==> config.mk <==
export PLATFORM = sky130hd
export DESIGN_NAME = osu_osc_supervisor
export DESIGN_NICKNAME = d
export VERILOG_FILES = /design/src/osu_pkg.sv /design/src/osu_osc_supervisor.sv
export SDC_FILE = /design/constraint.sdc
export NUM_CORES = 1
export LEC_CHECK = 0
export BUFFER_PORTS_ARGS = -buffer_cell sky130_fd_sc_hd__clkbuf_2
export CORE_MARGIN = 2
export CORE_UTILIZATION = 47
export CTS_BUF_LIST = sky130_fd_sc_hd__clkbuf_4 sky130_fd_sc_hd__clkbuf_8
export CTS_CLUSTER_SIZE = 28
export DETAILED_ROUTE_END_ITERATION = 10
export PLACE_DENSITY = 0.89
export SYNTH_ARGS = -nofsm -noshare
export SYNTH_HDL_FRONTEND = slang
export SYNTH_SLANG_ARGS = --single-unit
==> constraint.sdc <==
create_clock -name clk -period 3.2 [get_ports clk]
set_input_delay 0.32 -clock clk [delete_from_list [all_inputs] [get_ports clk]]
set_output_delay 0.32 -clock clk [all_outputs]
set_load 0.01 [all_outputs]
==> src/osu_pkg.sv <==
// constants, fields and types of the oscillator supervisor
`default_nettype none
package osu_pkg;
   // register byte offsets
   localparam logic [7:0] CFG_OFF = 8'h00;
   localparam logic [7:0] STATUS_OFF = 8'h04;
   localparam logic [7:0] MASK_OFF = 8'h08;
   localparam logic [7:0] STATE_OFF = 8'h0c;
   // field positions
   localparam int CFG_DISABLE_BIT = 0;
   localparam int CFG_PRESCALE_BIT = 1;
   localparam int STAT_MISS_BIT = 0;
   localparam int CFG_W = 2;
   localparam int STATE_W = 3;
   // reset values
   localparam logic [1:0] CFG_RESET = 2'h0;
   localparam logic STAT_RESET = 1'b0;
   localparam logic MASK_RESET = 1'b0;
   // ahb-lite codes
   localparam logic [2:0] HSIZE_WORD = 3'h2;
   localparam logic HRESP_OKAY = 1'b0;
   // supervising clock cycles without an oscillator edge before fallback
   localparam logic [7:0] MISS_LIMIT = 8'hc8;
   localparam logic [7:0] CNT_ONE = 8'h01;

   typedef struct packed {
      logic prescale;
      logic disable_sup;
   } osu_cfg_t;

   typedef struct packed {
      logic init_done;
      logic pll_run;
      logic fallback;
   } osu_state_t;

   typedef enum logic [3:0] {
      OSU_BUS_IDLE = 4'b0001,
      OSU_BUS_WR = 4'b0010,
      OSU_BUS_RDW = 4'b0100,
      OSU_BUS_RDD = 4'b1000
   } osu_bus_state_t;
endpackage : osu_pkg
`default_nettype wire

==> src/osu_osc_supervisor.sv <==
// oscillator supervisor with fallback clock control and ahb-lite registers
//
// The address map and the AHB-Lite interface to the registers were chosen for this implementation.
`default_nettype none
module osu_osc_supervisor (
   input wire logic clk,
   input wire logic rst_n,
   input wire logic crystal_input,
   input wire logic external_access_n,
   input wire logic read_strobe_n,
   input wire logic hsel,
   input wire logic [31:0] haddr,
   input wire logic [1:0] htrans,
   input wire logic hwrite,
   input wire logic [2:0] hsize,
   input wire logic [31:0] hwdata,
   input wire logic hready,
   output logic hreadyout,
   output logic [31:0] hrdata,
   output logic hresp,
   output logic irq,
   output logic cpu_clk_src_pll,
   output logic fallback_clk_en,
   output logic pll_run
);

   osu_pkg::osu_bus_state_t bus_state_ff;
   osu_pkg::osu_bus_state_t nxt_bus_state;
   osu_pkg::osu_cfg_t cfg_ff;
   osu_pkg::osu_state_t state_view;
   logic [7:0] addr_ff;
   logic [31:0] hrdata_ff;
   logic [31:0] nxt_rdata;
   logic bus_accept;
   logic wr_en;
   logic init_done_ff;
   logic stat_miss_ff;
   logic mask_miss_ff;
   logic osc_s1_ff;
   logic osc_s2_ff;
   logic osc_s3_ff;
   logic osc_edge;
   logic [7:0] miss_cnt_ff;
   logic armed;
   logic miss_event;
   logic fallback_ff;
   logic fb_en_ff;
   logic pll_run_ff;

   // ---------------- ahb-lite slave ----------------
   assign bus_accept = hsel && htrans[1] && hready && (hsize == osu_pkg::HSIZE_WORD);
   assign wr_en = (bus_state_ff == osu_pkg::OSU_BUS_WR);

   always_comb begin
      case (bus_state_ff)
         osu_pkg::OSU_BUS_RDW: begin
            nxt_bus_state = osu_pkg::OSU_BUS_RDD;
         end
         osu_pkg::OSU_BUS_IDLE, osu_pkg::OSU_BUS_WR, osu_pkg::OSU_BUS_RDD: begin
            if (bus_accept) begin
               nxt_bus_state = hwrite ? osu_pkg::OSU_BUS_WR : osu_pkg::OSU_BUS_RDW;
            end else begin
               nxt_bus_state = osu_pkg::OSU_BUS_IDLE;
            end
         end
         default: begin
            nxt_bus_state = osu_pkg::OSU_BUS_IDLE;
         end
      endcase
   end

   always_ff @(posedge clk or negedge rst_n) begin
      if (!rst_n) begin
         bus_state_ff <= osu_pkg::OSU_BUS_IDLE;
      end else begin
         bus_state_ff <= nxt_bus_state;
      end
   end

   always_ff @(posedge clk or negedge rst_n) begin
      if (!rst_n) begin
         addr_ff <= 8'h00;
      end else if (bus_accept) begin
         addr_ff <= haddr[7:0];
      end
   end

   // one wait state on reads so that a write just before is visible
   assign hreadyout = (bus_state_ff != osu_pkg::OSU_BUS_RDW);
   assign hresp = osu_pkg::HRESP_OKAY;
   assign hrdata = hrdata_ff;

   assign state_view = '{init_done: init_done_ff, pll_run: pll_run_ff, fallback: fallback_ff};

   always_comb begin
      case (addr_ff)
         osu_pkg::CFG_OFF: nxt_rdata = {30'h0, cfg_ff};
         osu_pkg::STATUS_OFF: nxt_rdata = {31'h0, stat_miss_ff};
         osu_pkg::MASK_OFF: nxt_rdata = {31'h0, mask_miss_ff};
         osu_pkg::STATE_OFF: nxt_rdata = {29'h0, state_view};
         default: nxt_rdata = 32'h0;
      endcase
   end

   always_ff @(posedge clk or negedge rst_n) begin
      if (!rst_n) begin
         hrdata_ff <= 32'h0;
      end else if (bus_state_ff == osu_pkg::OSU_BUS_RDW) begin
         hrdata_ff <= nxt_rdata;
      end
   end

   // ---------------- configuration ----------------
   // strap capture on the first edge after reset release
   always_ff @(posedge clk or negedge rst_n) begin
      if (!rst_n) begin
         init_done_ff <= 1'b0;
      end else begin
         init_done_ff <= 1'b1;
      end
   end

   always_ff @(posedge clk or negedge rst_n) begin
      if (!rst_n) begin
         cfg_ff <= osu_pkg::osu_cfg_t'(osu_pkg::CFG_RESET);
      end else if (!init_done_ff) begin
         if (external_access_n) begin
            cfg_ff.disable_sup <= 1'b0;
         end else begin
            cfg_ff.disable_sup <= ~read_strobe_n;
         end
      end else if (wr_en && (addr_ff == osu_pkg::CFG_OFF)) begin
         cfg_ff <= osu_pkg::osu_cfg_t'(hwdata[osu_pkg::CFG_W-1:0]);
      end
   end

   always_ff @(posedge clk or negedge rst_n) begin
      if (!rst_n) begin
         mask_miss_ff <= osu_pkg::MASK_RESET;
      end else if (wr_en && (addr_ff == osu_pkg::MASK_OFF)) begin
         mask_miss_ff <= hwdata[osu_pkg::STAT_MISS_BIT];
      end
   end

   // ---------------- oscillator watch ----------------
   // two-stage synchroniser, third stage only for edge detection
   always_ff @(posedge clk or negedge rst_n) begin
      if (!rst_n) begin
         osc_s1_ff <= 1'b0;
         osc_s2_ff <= 1'b0;
         osc_s3_ff <= 1'b0;
      end else begin
         osc_s1_ff <= crystal_input;
         osc_s2_ff <= osc_s1_ff;
         osc_s3_ff <= osc_s2_ff;
      end
   end

   assign osc_edge = osc_s2_ff ^ osc_s3_ff;
   assign armed = init_done_ff && !cfg_ff.disable_sup && !fallback_ff;
   // an edge that lands on the limit still counts as a live oscillator
   assign miss_event = armed && !osc_edge && (miss_cnt_ff == osu_pkg::MISS_LIMIT);

   always_ff @(posedge clk or negedge rst_n) begin
      if (!rst_n) begin
         miss_cnt_ff <= 8'h00;
      end else if (!armed || osc_edge) begin
         miss_cnt_ff <= 8'h00;
      end else if (miss_cnt_ff != osu_pkg::MISS_LIMIT) begin
         miss_cnt_ff <= miss_cnt_ff + osu_pkg::CNT_ONE;
      end
   end

   // only the hardware reset returns the cpu to the oscillator
   always_ff @(posedge clk or negedge rst_n) begin
      if (!rst_n) begin
         fallback_ff <= 1'b0;
      end else if (miss_event) begin
         fallback_ff <= 1'b1;
      end
   end

   // set wins over a simultaneous write-one-to-clear
   always_ff @(posedge clk or negedge rst_n) begin
      if (!rst_n) begin
         stat_miss_ff <= osu_pkg::STAT_RESET;
      end else if (miss_event) begin
         stat_miss_ff <= 1'b1;
      end else if (wr_en && (addr_ff == osu_pkg::STATUS_OFF) &&
                   hwdata[osu_pkg::STAT_MISS_BIT]) begin
         stat_miss_ff <= 1'b0;
      end
   end

   assign irq = stat_miss_ff && mask_miss_ff;

   // ---------------- clock steering ----------------
   always_ff @(posedge clk or negedge rst_n) begin
      if (!rst_n) begin
         fb_en_ff <= 1'b0;
      end else if (!fallback_ff) begin
         fb_en_ff <= 1'b0;
      end else if (cfg_ff.prescale) begin
         fb_en_ff <= ~fb_en_ff;
      end else begin
         fb_en_ff <= 1'b1;
      end
   end

   always_ff @(posedge clk or negedge rst_n) begin
      if (!rst_n) begin
         pll_run_ff <= 1'b0;
      end else begin
         pll_run_ff <= !cfg_ff.disable_sup || fallback_ff;
      end
   end

   assign cpu_clk_src_pll = fallback_ff;
   assign fallback_clk_en = fb_en_ff;
   assign pll_run = pll_run_ff;
endmodule : osu_osc_supervisor
`default_nettype wire

======== Word level (Yosys, flattened, before mapping) ========
Index checks and enable logic that the tools add are counted.
word-level totals
  input port bits ......................... 77
  flip-flop bits (word level) ............. 63
  output and inout port bits .............. 38
  word-level logic and storage cells ...... 67
operators by class
  reduce and logical (&&, ||, !) cells .... 23
  bitwise gates (word level) .............. 3
  add/subtract/negate cells ............... 1
  equal/unequal tests ..................... 12
  mux-type cells .......................... 13
operators by type and width
  kind                 count
  $eq 8x4->1 const B   2
  $mux 8               2
  $logic_and 1x1->1    12
  $pmux 3 s4           1
  $add 8x1->8 const B  1
  $eq 8x3->1 const B   1
  $eq 8x8->1 const B   1
  $logic_not 8->1      1
  $ne 8x8->1 const B   1
  $pmux 4 s2           1
  $mux 1               7
  $mux 3               2
  $eq 4x1->1 const B   1
  $eq 4x2->1 const B   1
  $eq 4x3->1 const B   1
  $eq 4x4->1 const B   1
  $logic_not 1->1      4
  $ne 4x3->1 const B   1
  $reduce_bool 2->1    2
  $eq 3x2->1 const B   1
  $reduce_or 3->1      1
  $logic_or 1x1->1     2
  $ne 2x1->1 const B   1
  $not 1->1            2
  2 further kinds      2

======== Logic depth before layout (Yosys ltp) ========
Gate-level depths: netlist of the first run.
  word-level depth ........................ 6
  gate-level depth with buffers ........... 5
  mapped depth without buffers ............ 5

======== Worst setup path after synthesis of the first run ========
Ideal clock, no wire load.
  kind .................................... register to register
  from .................................... register addr_ff[5]
  to ...................................... register mask_miss_ff
  required time ........................... 3072 ps
  clock period less this slack ............ 1480 ps
  arrival ................................. 1352 ps
  stages on the path, launching flop included .. 5
  buffers on the path ..................... 0
  setup time .............................. 128 ps
  slack ................................... 1720 ps
  path through ............................ dfrtp_1 nor4_4 nand4_1 nor3b_2 mux2_1
between the ends
  cells in the longest elaborated chain, start to end .. 2
ends and longest elaborated chain
  element                 line                       text
  from (decl)             osu_osc_supervisor.sv:31   logic [7:0] addr_ff;
  from (signal assigned)  osu_osc_supervisor.sv:84   addr_ff <= haddr[7:0];
  $eq 8x4->1              osu_osc_supervisor.sv:140  end else if (wr_en && (addr_ff == osu_pkg::MASK_OFF)) begin
  $logic_and 1x1->1       osu_osc_supervisor.sv:140
  to (signal assigned)    osu_osc_supervisor.sv:139  mask_miss_ff <= osu_pkg::MASK_RESET;
  to (signal assigned)    osu_osc_supervisor.sv:141  mask_miss_ff <= hwdata[osu_pkg::STAT_MISS_BIT];
  to (decl)               osu_osc_supervisor.sv:38   logic mask_miss_ff;
No other way between the ends.
A chain may end at the register's enable or synchronous reset.

======== Worst setup path after layout of the first run ========
  from .................................... register bus_state_ff[0]
  to ...................................... output port hreadyout
between the ends
  cells in the longest elaborated chain, start to end .. 1
ends and longest elaborated chain
  element                 line                      text
  from (decl)             osu_osc_supervisor.sv:27  osu_pkg::osu_bus_state_t bus_state_ff;
  from (signal assigned)  osu_osc_supervisor.sv:74  bus_state_ff <= osu_pkg::OSU_BUS_IDLE;
  from (signal assigned)  osu_osc_supervisor.sv:76  bus_state_ff <= nxt_bus_state;
  $ne 4x3->1              osu_osc_supervisor.sv:89  assign hreadyout = (bus_state_ff != osu_pkg::OSU_BUS_RDW);
  to (decl)               osu_osc_supervisor.sv:18  output logic hreadyout,
No other way between the ends.

==> results of run 1 <==
[sequential cells by signal, summed over array words and instances (netlist names)]
register and cells:
osc_s2_ff 1, mask_miss_ff 1, bus_state_ff 4, pll_run 1
fallback_clk_en 1, stat_miss_ff 1, init_done_ff 1, hrdata 3
osc_s3_ff 1, osc_s1_ff 1, cfg_ff 2, cpu_clk_src_pll 1
addr_ff 8, miss_cnt_ff 8
[area by class of cell]
| class | count | area, sq um | share of cell area |
|---|---|---|---|
| clock buffer | 7 | 83.83 | 0.04362 |
| inverter | 6 | 22.52 | 0.01172 |
| multi-input combinational | 119 | 758.2 | 0.3945 |
| sequential | 34 | 852.1 | 0.4434 |
| tap | 48 | 60.06 | 0.03125 |
| timing repair buffer | 29 | 145.1 | 0.07552 |
[report_power, final]
| part | leakage (uW) | switching, uW | internal (uW) | total [uW] |
|---|---|---|---|---|
| combinational | 0.000461 | 54.2 | 46.0 | 100 |
| sequential | 0.000442 | 28.4 | 456 | 485 |
| clock | 0.0000452 | 134 | 166 | 300 |
[final timing paths]
check / startpoint / end / slack (ps)
setup / recovery: bus_state_ff[0] / hreadyout / 1450
hold reg to reg: osc_s1_ff / osc_s2_ff / 350
hold / removal: rst_n / miss_cnt_ff[6] / 120
setup reg to reg: addr_ff[5] / mask_miss_ff / 1600
max in group asynchronous: rst_n / addr_ff[2] / 2580
min in group clk: crystal_input / osc_s1_ff / 150
[cell usage in the layout, fill, tap and decap left out, types with 2 or more instances in the layout]
master	instances
a21oi_1	2
and2_1	5
and3_1	4
clkbuf_2	29
clkbuf_4	2
clkbuf_8	5
conb_1	31
dfrtp_1	33
ha_1	2
inv_1	6
mux2_2	9
nand2_1	5
nand2b_1	2
nand3_1	6
nand4_1	2
nor2_1	17
nor2b_1	2
nor4bb_1	2
o211ai_1	2
o31ai_1	3
xnor2_1	2
xor2_1	6
[critical path: stages, from the launching register on]
cell and delay (ps):
dfstp_2 580, nor2_1 60, and2_1 180, inv_1 160, clkbuf_2 170
[stage by stage]
| stage | worst slack, ps | util | instance area [sq um] | total power [uW] |
|---|---|---|---|---|
| detailed placement | 1577 | 0.5059 | 1838 | 593.9 |
| global placement | 1595 | 0.5059 | 1838 | 589.3 |
| floorplan | 1720 | - | 1877 | 585.5 |
| finish | 1450 | 0.5289 | 1922 | 885.1 |
| global route | 1351 | 0.5289 | 1922 | 939.1 |
| CTS | 1451 | 0.5289 | 1922 | 895.6 |
[routing by layer]
| metal | up-vias | share of wire | wire [um] | GRT usage |
|---|---|---|---|---|
| met5 | - | 0 | 0 | 0 |
| met4 | 0 | 0.019 | 49 | 0.07031 |
| met3 | 5 | 0.069 | 181 | 0.05651 |
| met2 | 43 | 0.46 | 1227 | 0.2194 |
| met1 | 522 | 0.45 | 1181 | 0.1767 |
| li1 | 558 | - | - | - |
[logic make-up after synthesis]
| logic type | after synthesis | share of synthesized area |
|---|---|---|
| mux | 12 | 0.08210 |
| other cells | 2 | 0.004248 |
| compound gates | 13 | 0.05237 |
| flops | 34 | 0.4820 |
| xor+xnor | 8 | 0.03963 |
| buf+inv | 38 | 0.1507 |
| simple gates | 53 | 0.1748 |
| fa+ha+maj | 2 | 0.01415 |
==> out/qor.yml, run 1 <==
viasPerCell: 4.642
coreArea_sq_um: 3633
ys.flop_type: "dfrtp_1"
postCtsSetupRepairBufs: 0
grt-ovfl-total: 0
ctsHoldBuffers: 0
setup_viol: 0
grt_pass1_vias: 1035
antenna_left: 0
area_growth_pct: 8.705
antenna_cells: 0
antenna_found_initial: 0
hold_ws_ps: 120.1
synth_edf_count: 0
netlist_area_sq_um: 1768
rsz0062_at_grt: "no"
worstMarginPinSlew_ps: 796.6
netlist_instances: 162
post_cts_resized: 0
path_max_fanout: 7
num_vias: 1128
syn_avg_cell_area_sq_um: 10.91
grt_max_degree: 35
htree_num_levels: 2
yosysMostFrequentCell: "dfrtp_1"
clockBufferDepth: 2
rows: 22
ys_types: 39
drc: 0
fin_nets: 274
io_pins: 115
yosys-top-cells-area: "dfrtp_1 (47%), buf_4 (13%), mux2_2 (5.7%)"
netlist.area_leader.share: 0.4671
worstPathArrival_ps: 1430
start_kind: "flop"
layout_min_cycle_time_ps: 1750
io_buffers: 29
finalCritPeriodShare: 0.5469
synth_seq_cells: 34
synth_common_cells: "dfrtp_1 (33), buf_4 (31), nor2_1 (17), mux2_2 (9)"
hold_path.class: "in -> async"
dieArea_sq_um: 4268
routed_wl_um: 2639
path_clk_slew_ps: 60
drt-initial-drc-count: 49
worstSetupEndpointType: "output pin"
yosysTopAreaCell: "dfrtp_1"
cts-root-buf: "clkbuf_8"
drive_gt1_frac: 0.2564
cts_tree: "built"
synth_seq_area_share: 0.4820
fin_skew_ps: 5.435
fill_cells: 326
dr.pass1.iters: 4
max_freq_mhz: 571.4
hold_violations: 0
dp_cells: 236
dpl.hpwl_um: 2085
insertion_delay_ps: 280
final_max_slew_viol_count: 0
cts_made_buffers: 5
wl_per_cell_um: 10.86
tns_ps: 0
numClockSinks: 34
setup.worst_path.class: "reg -> out"
finalNonFillerCells: 243
async_flop_share: 1.000
initial_core_util: 0.4866
worst-r2r-cell-count: 4
cp.required_ps: 2880
grt_pass1_wl_um: 4491
leakage_uw: 0.0009481
pwr_density_cell_nw_per_um2: 460.6
die_x_um: 65.33
yosysWarnings: 0
routabilityCongestion: 0.7573
grtUsageTotal: 0.1435
status: "finished clean"
max_slew_margin: 0.4689
die_y_um: 65.33
ir_worst_vdd_v: 0.0002331
timing.max_cap.violations: 0
Note: power is estimated with default switching activity, not from simulation.
==> run 2, diff against run 1 <==
--- a/config.mk
+++ b/config.mk
@@ -7,11 +7,11 @@
 export LEC_CHECK = 0
 export BUFFER_PORTS_ARGS = -buffer_cell sky130_fd_sc_hd__clkbuf_2
 export CORE_MARGIN = 2
-export CORE_UTILIZATION = 47
+export CORE_UTILIZATION = 43
 export CTS_BUF_LIST = sky130_fd_sc_hd__clkbuf_4 sky130_fd_sc_hd__clkbuf_8
 export CTS_CLUSTER_SIZE = 28
 export DETAILED_ROUTE_END_ITERATION = 10
-export PLACE_DENSITY = 0.89
+export PLACE_DENSITY = 0.82
 export SYNTH_ARGS = -nofsm -noshare
 export SYNTH_HDL_FRONTEND = slang
 export SYNTH_SLANG_ARGS = --single-unit
==> constraint.sdc (replaced) <==
create_clock -name clk -period 1.72 [get_ports clk]
set_input_delay 0.172 -clock clk [delete_from_list [all_inputs] [get_ports clk]]
set_output_delay 0.172 -clock clk [all_outputs]
set_load 0.01 [all_outputs]
==> out/qor.yml, run 2 (synthesized netlist as in run 1, its figures left out) <==
status: "finished clean"
crit_chain: "nor4_4, nand4_1, nor3b_2, mux2_1"
drt-initial-drc-count: 66
crit_family: "simple AND/OR/NAND/NOR gates"
antenna_found_initial: 0
insertion_delay_ps: 290
cts_made_buffers: 5
hold_path.class: "in -> reg"
ir_worst_vdd_v: 0.0004804
dpl.hpwl_um: 2160
dieArea_sq_um: 4640
post_cts_resized: 0
routabilityCongestion: 0.7390
pwr_density_cell_nw_per_um2: 923.4
largestRegisters: "addr_ff: 8 flops, miss_cnt_ff: 8 flops, bus_state_ff: 4 flops"
cts_tree: "built"
antenna_cells: 0
grt_pass1_vias: 1015
drc: 0
path_max_fanout: 3
grt_pass1_wl_um: 4567
die_x_um: 68.12
finalNonFillerCells: 250
final_common_cell: "dfrtp_1"
viasPerCell: 4.612
max_freq_mhz: 616.0
dp_cells: 240
numClockSinks: 34
dr.pass1.iters: 4
fill_cells: 380
initial_core_util: 0.4452
tns_ps: 0
most-common-layout-cells: "dfrtp_1 (33), conb_1 (31), clkbuf_2 (29), nor2_1 (17), mux2_2 (9)"
io_pins: 115
leakage_uw: 0.0009839
clockBufferDepth: 2
die_y_um: 68.12
drive_gt1_frac: 0.2650
timing.max_cap.violations: 0
cts-root-buf: "clkbuf_8"
setup.worst_path.class: "reg -> reg"
cp_slowest_cell: "dfrtp_1"
crit_buf_inv: 0
htree_num_levels: 2
hold_violations: 0
grtUsageTotal: 0.1412
finalCritPeriodShare: 0.9438
final_max_slew_viol_count: 0
fin_skew_ps: 4.322
antenna_left: 0
cpPeakStageDelay_ps: 410
wl_per_cell_um: 11.39
area_growth_pct: 12.88
grt-ovfl-total: 0
layout_min_cycle_time_ps: 1623
start_kind: "flop"
worstPathArrival_ps: 1800
setup_viol: 0
path_clk_slew_ps: 70
fin_nets: 279
io_buffers: 29
worstSetupEndpointType: "flop"
num_vias: 1153
grt_max_degree: 35
coreArea_sq_um: 3971
rows: 23
rsz0062_at_grt: "no"
routed_wl_um: 2848
cp.required_ps: 1890
## run 2: cell type report
| cell class | instances | area, sq um | area share |
|---|---|---|---|
| inverters | 6 | 22.52 | 0.01129 |
| clock inverters | 1 | 30.03 | 0.01505 |
| flip-flops and latches | 34 | 852.1 | 0.4270 |
| well taps | 50 | 62.56 | 0.03135 |
| repair buffers | 34 | 187.7 | 0.09404 |
| clock buffers | 6 | 82.58 | 0.04138 |
| multi-input cells | 119 | 758.2 | 0.3799 |
## run 2: where the power goes
part | switching, uW | total, uW | internal, uW | leakage [uW]
registers | 54.1 | 903 | 849 | 0.000442
clock network | 274 | 737 | 463 | 0.0000573
logic | 105 | 203 | 98.2 | 0.000485
total | 433 | 1840 | 1410 | 0.000984
## run 2: layer usage
metal | vias to the layer above | wire, um | global-route usage | share of wire
li1 | 563 | - | - | -
met4 | 0 | 83 | 0.09750 | 0.029
met3 | 7 | 193 | 0.05099 | 0.068
met5 | - | 0 | 0 | 0
met2 | 42 | 1281 | 0.2027 | 0.45
met1 | 541 | 1289 | 0.1762 | 0.45
## run 2: metrics by stage
stage	power (uW)	cell area, sq um	util	hold slack (ps)	worst slack (ps)
2_1_floorplan	1089	1877	-	-123.6	240.3
3_3_place_gp	1098	1856	0.4672	220.8	150.7
3_5_place_dp	1108	1856	0.4672	222.6	96.87
4_1_cts	1851	1988	0.5006	39.51	90.50
5_1_grt	1937	1996	0.5025	40.84	8.929
6_report	1843	1996	0.5025	43.20	96.72
## run 2: timing repair
action | CTS | global route
hold endpoints to repair | 34 | 0
hold buffers | 2 | 0
buffers inserted | 0 | 1
setup endpoints to repair | 0 | 1
## run 2: worst paths after layout
kind	startpoint	to	slack [ps]	cells past startpoint
worst max-delay path	addr_ff[6]	mask_miss_ff	100	4
worst min-delay path	hwrite	bus_state_ff[2]	40	2
worst max register to register	addr_ff[6]	mask_miss_ff	100	4
worst min register to register	osc_s1_ff	osc_s2_ff	350	0
max in group asynchronous	rst_n	bus_state_ff[0]	940	3
min in group asynchronous	rst_n	miss_cnt_ff[5]	440	3
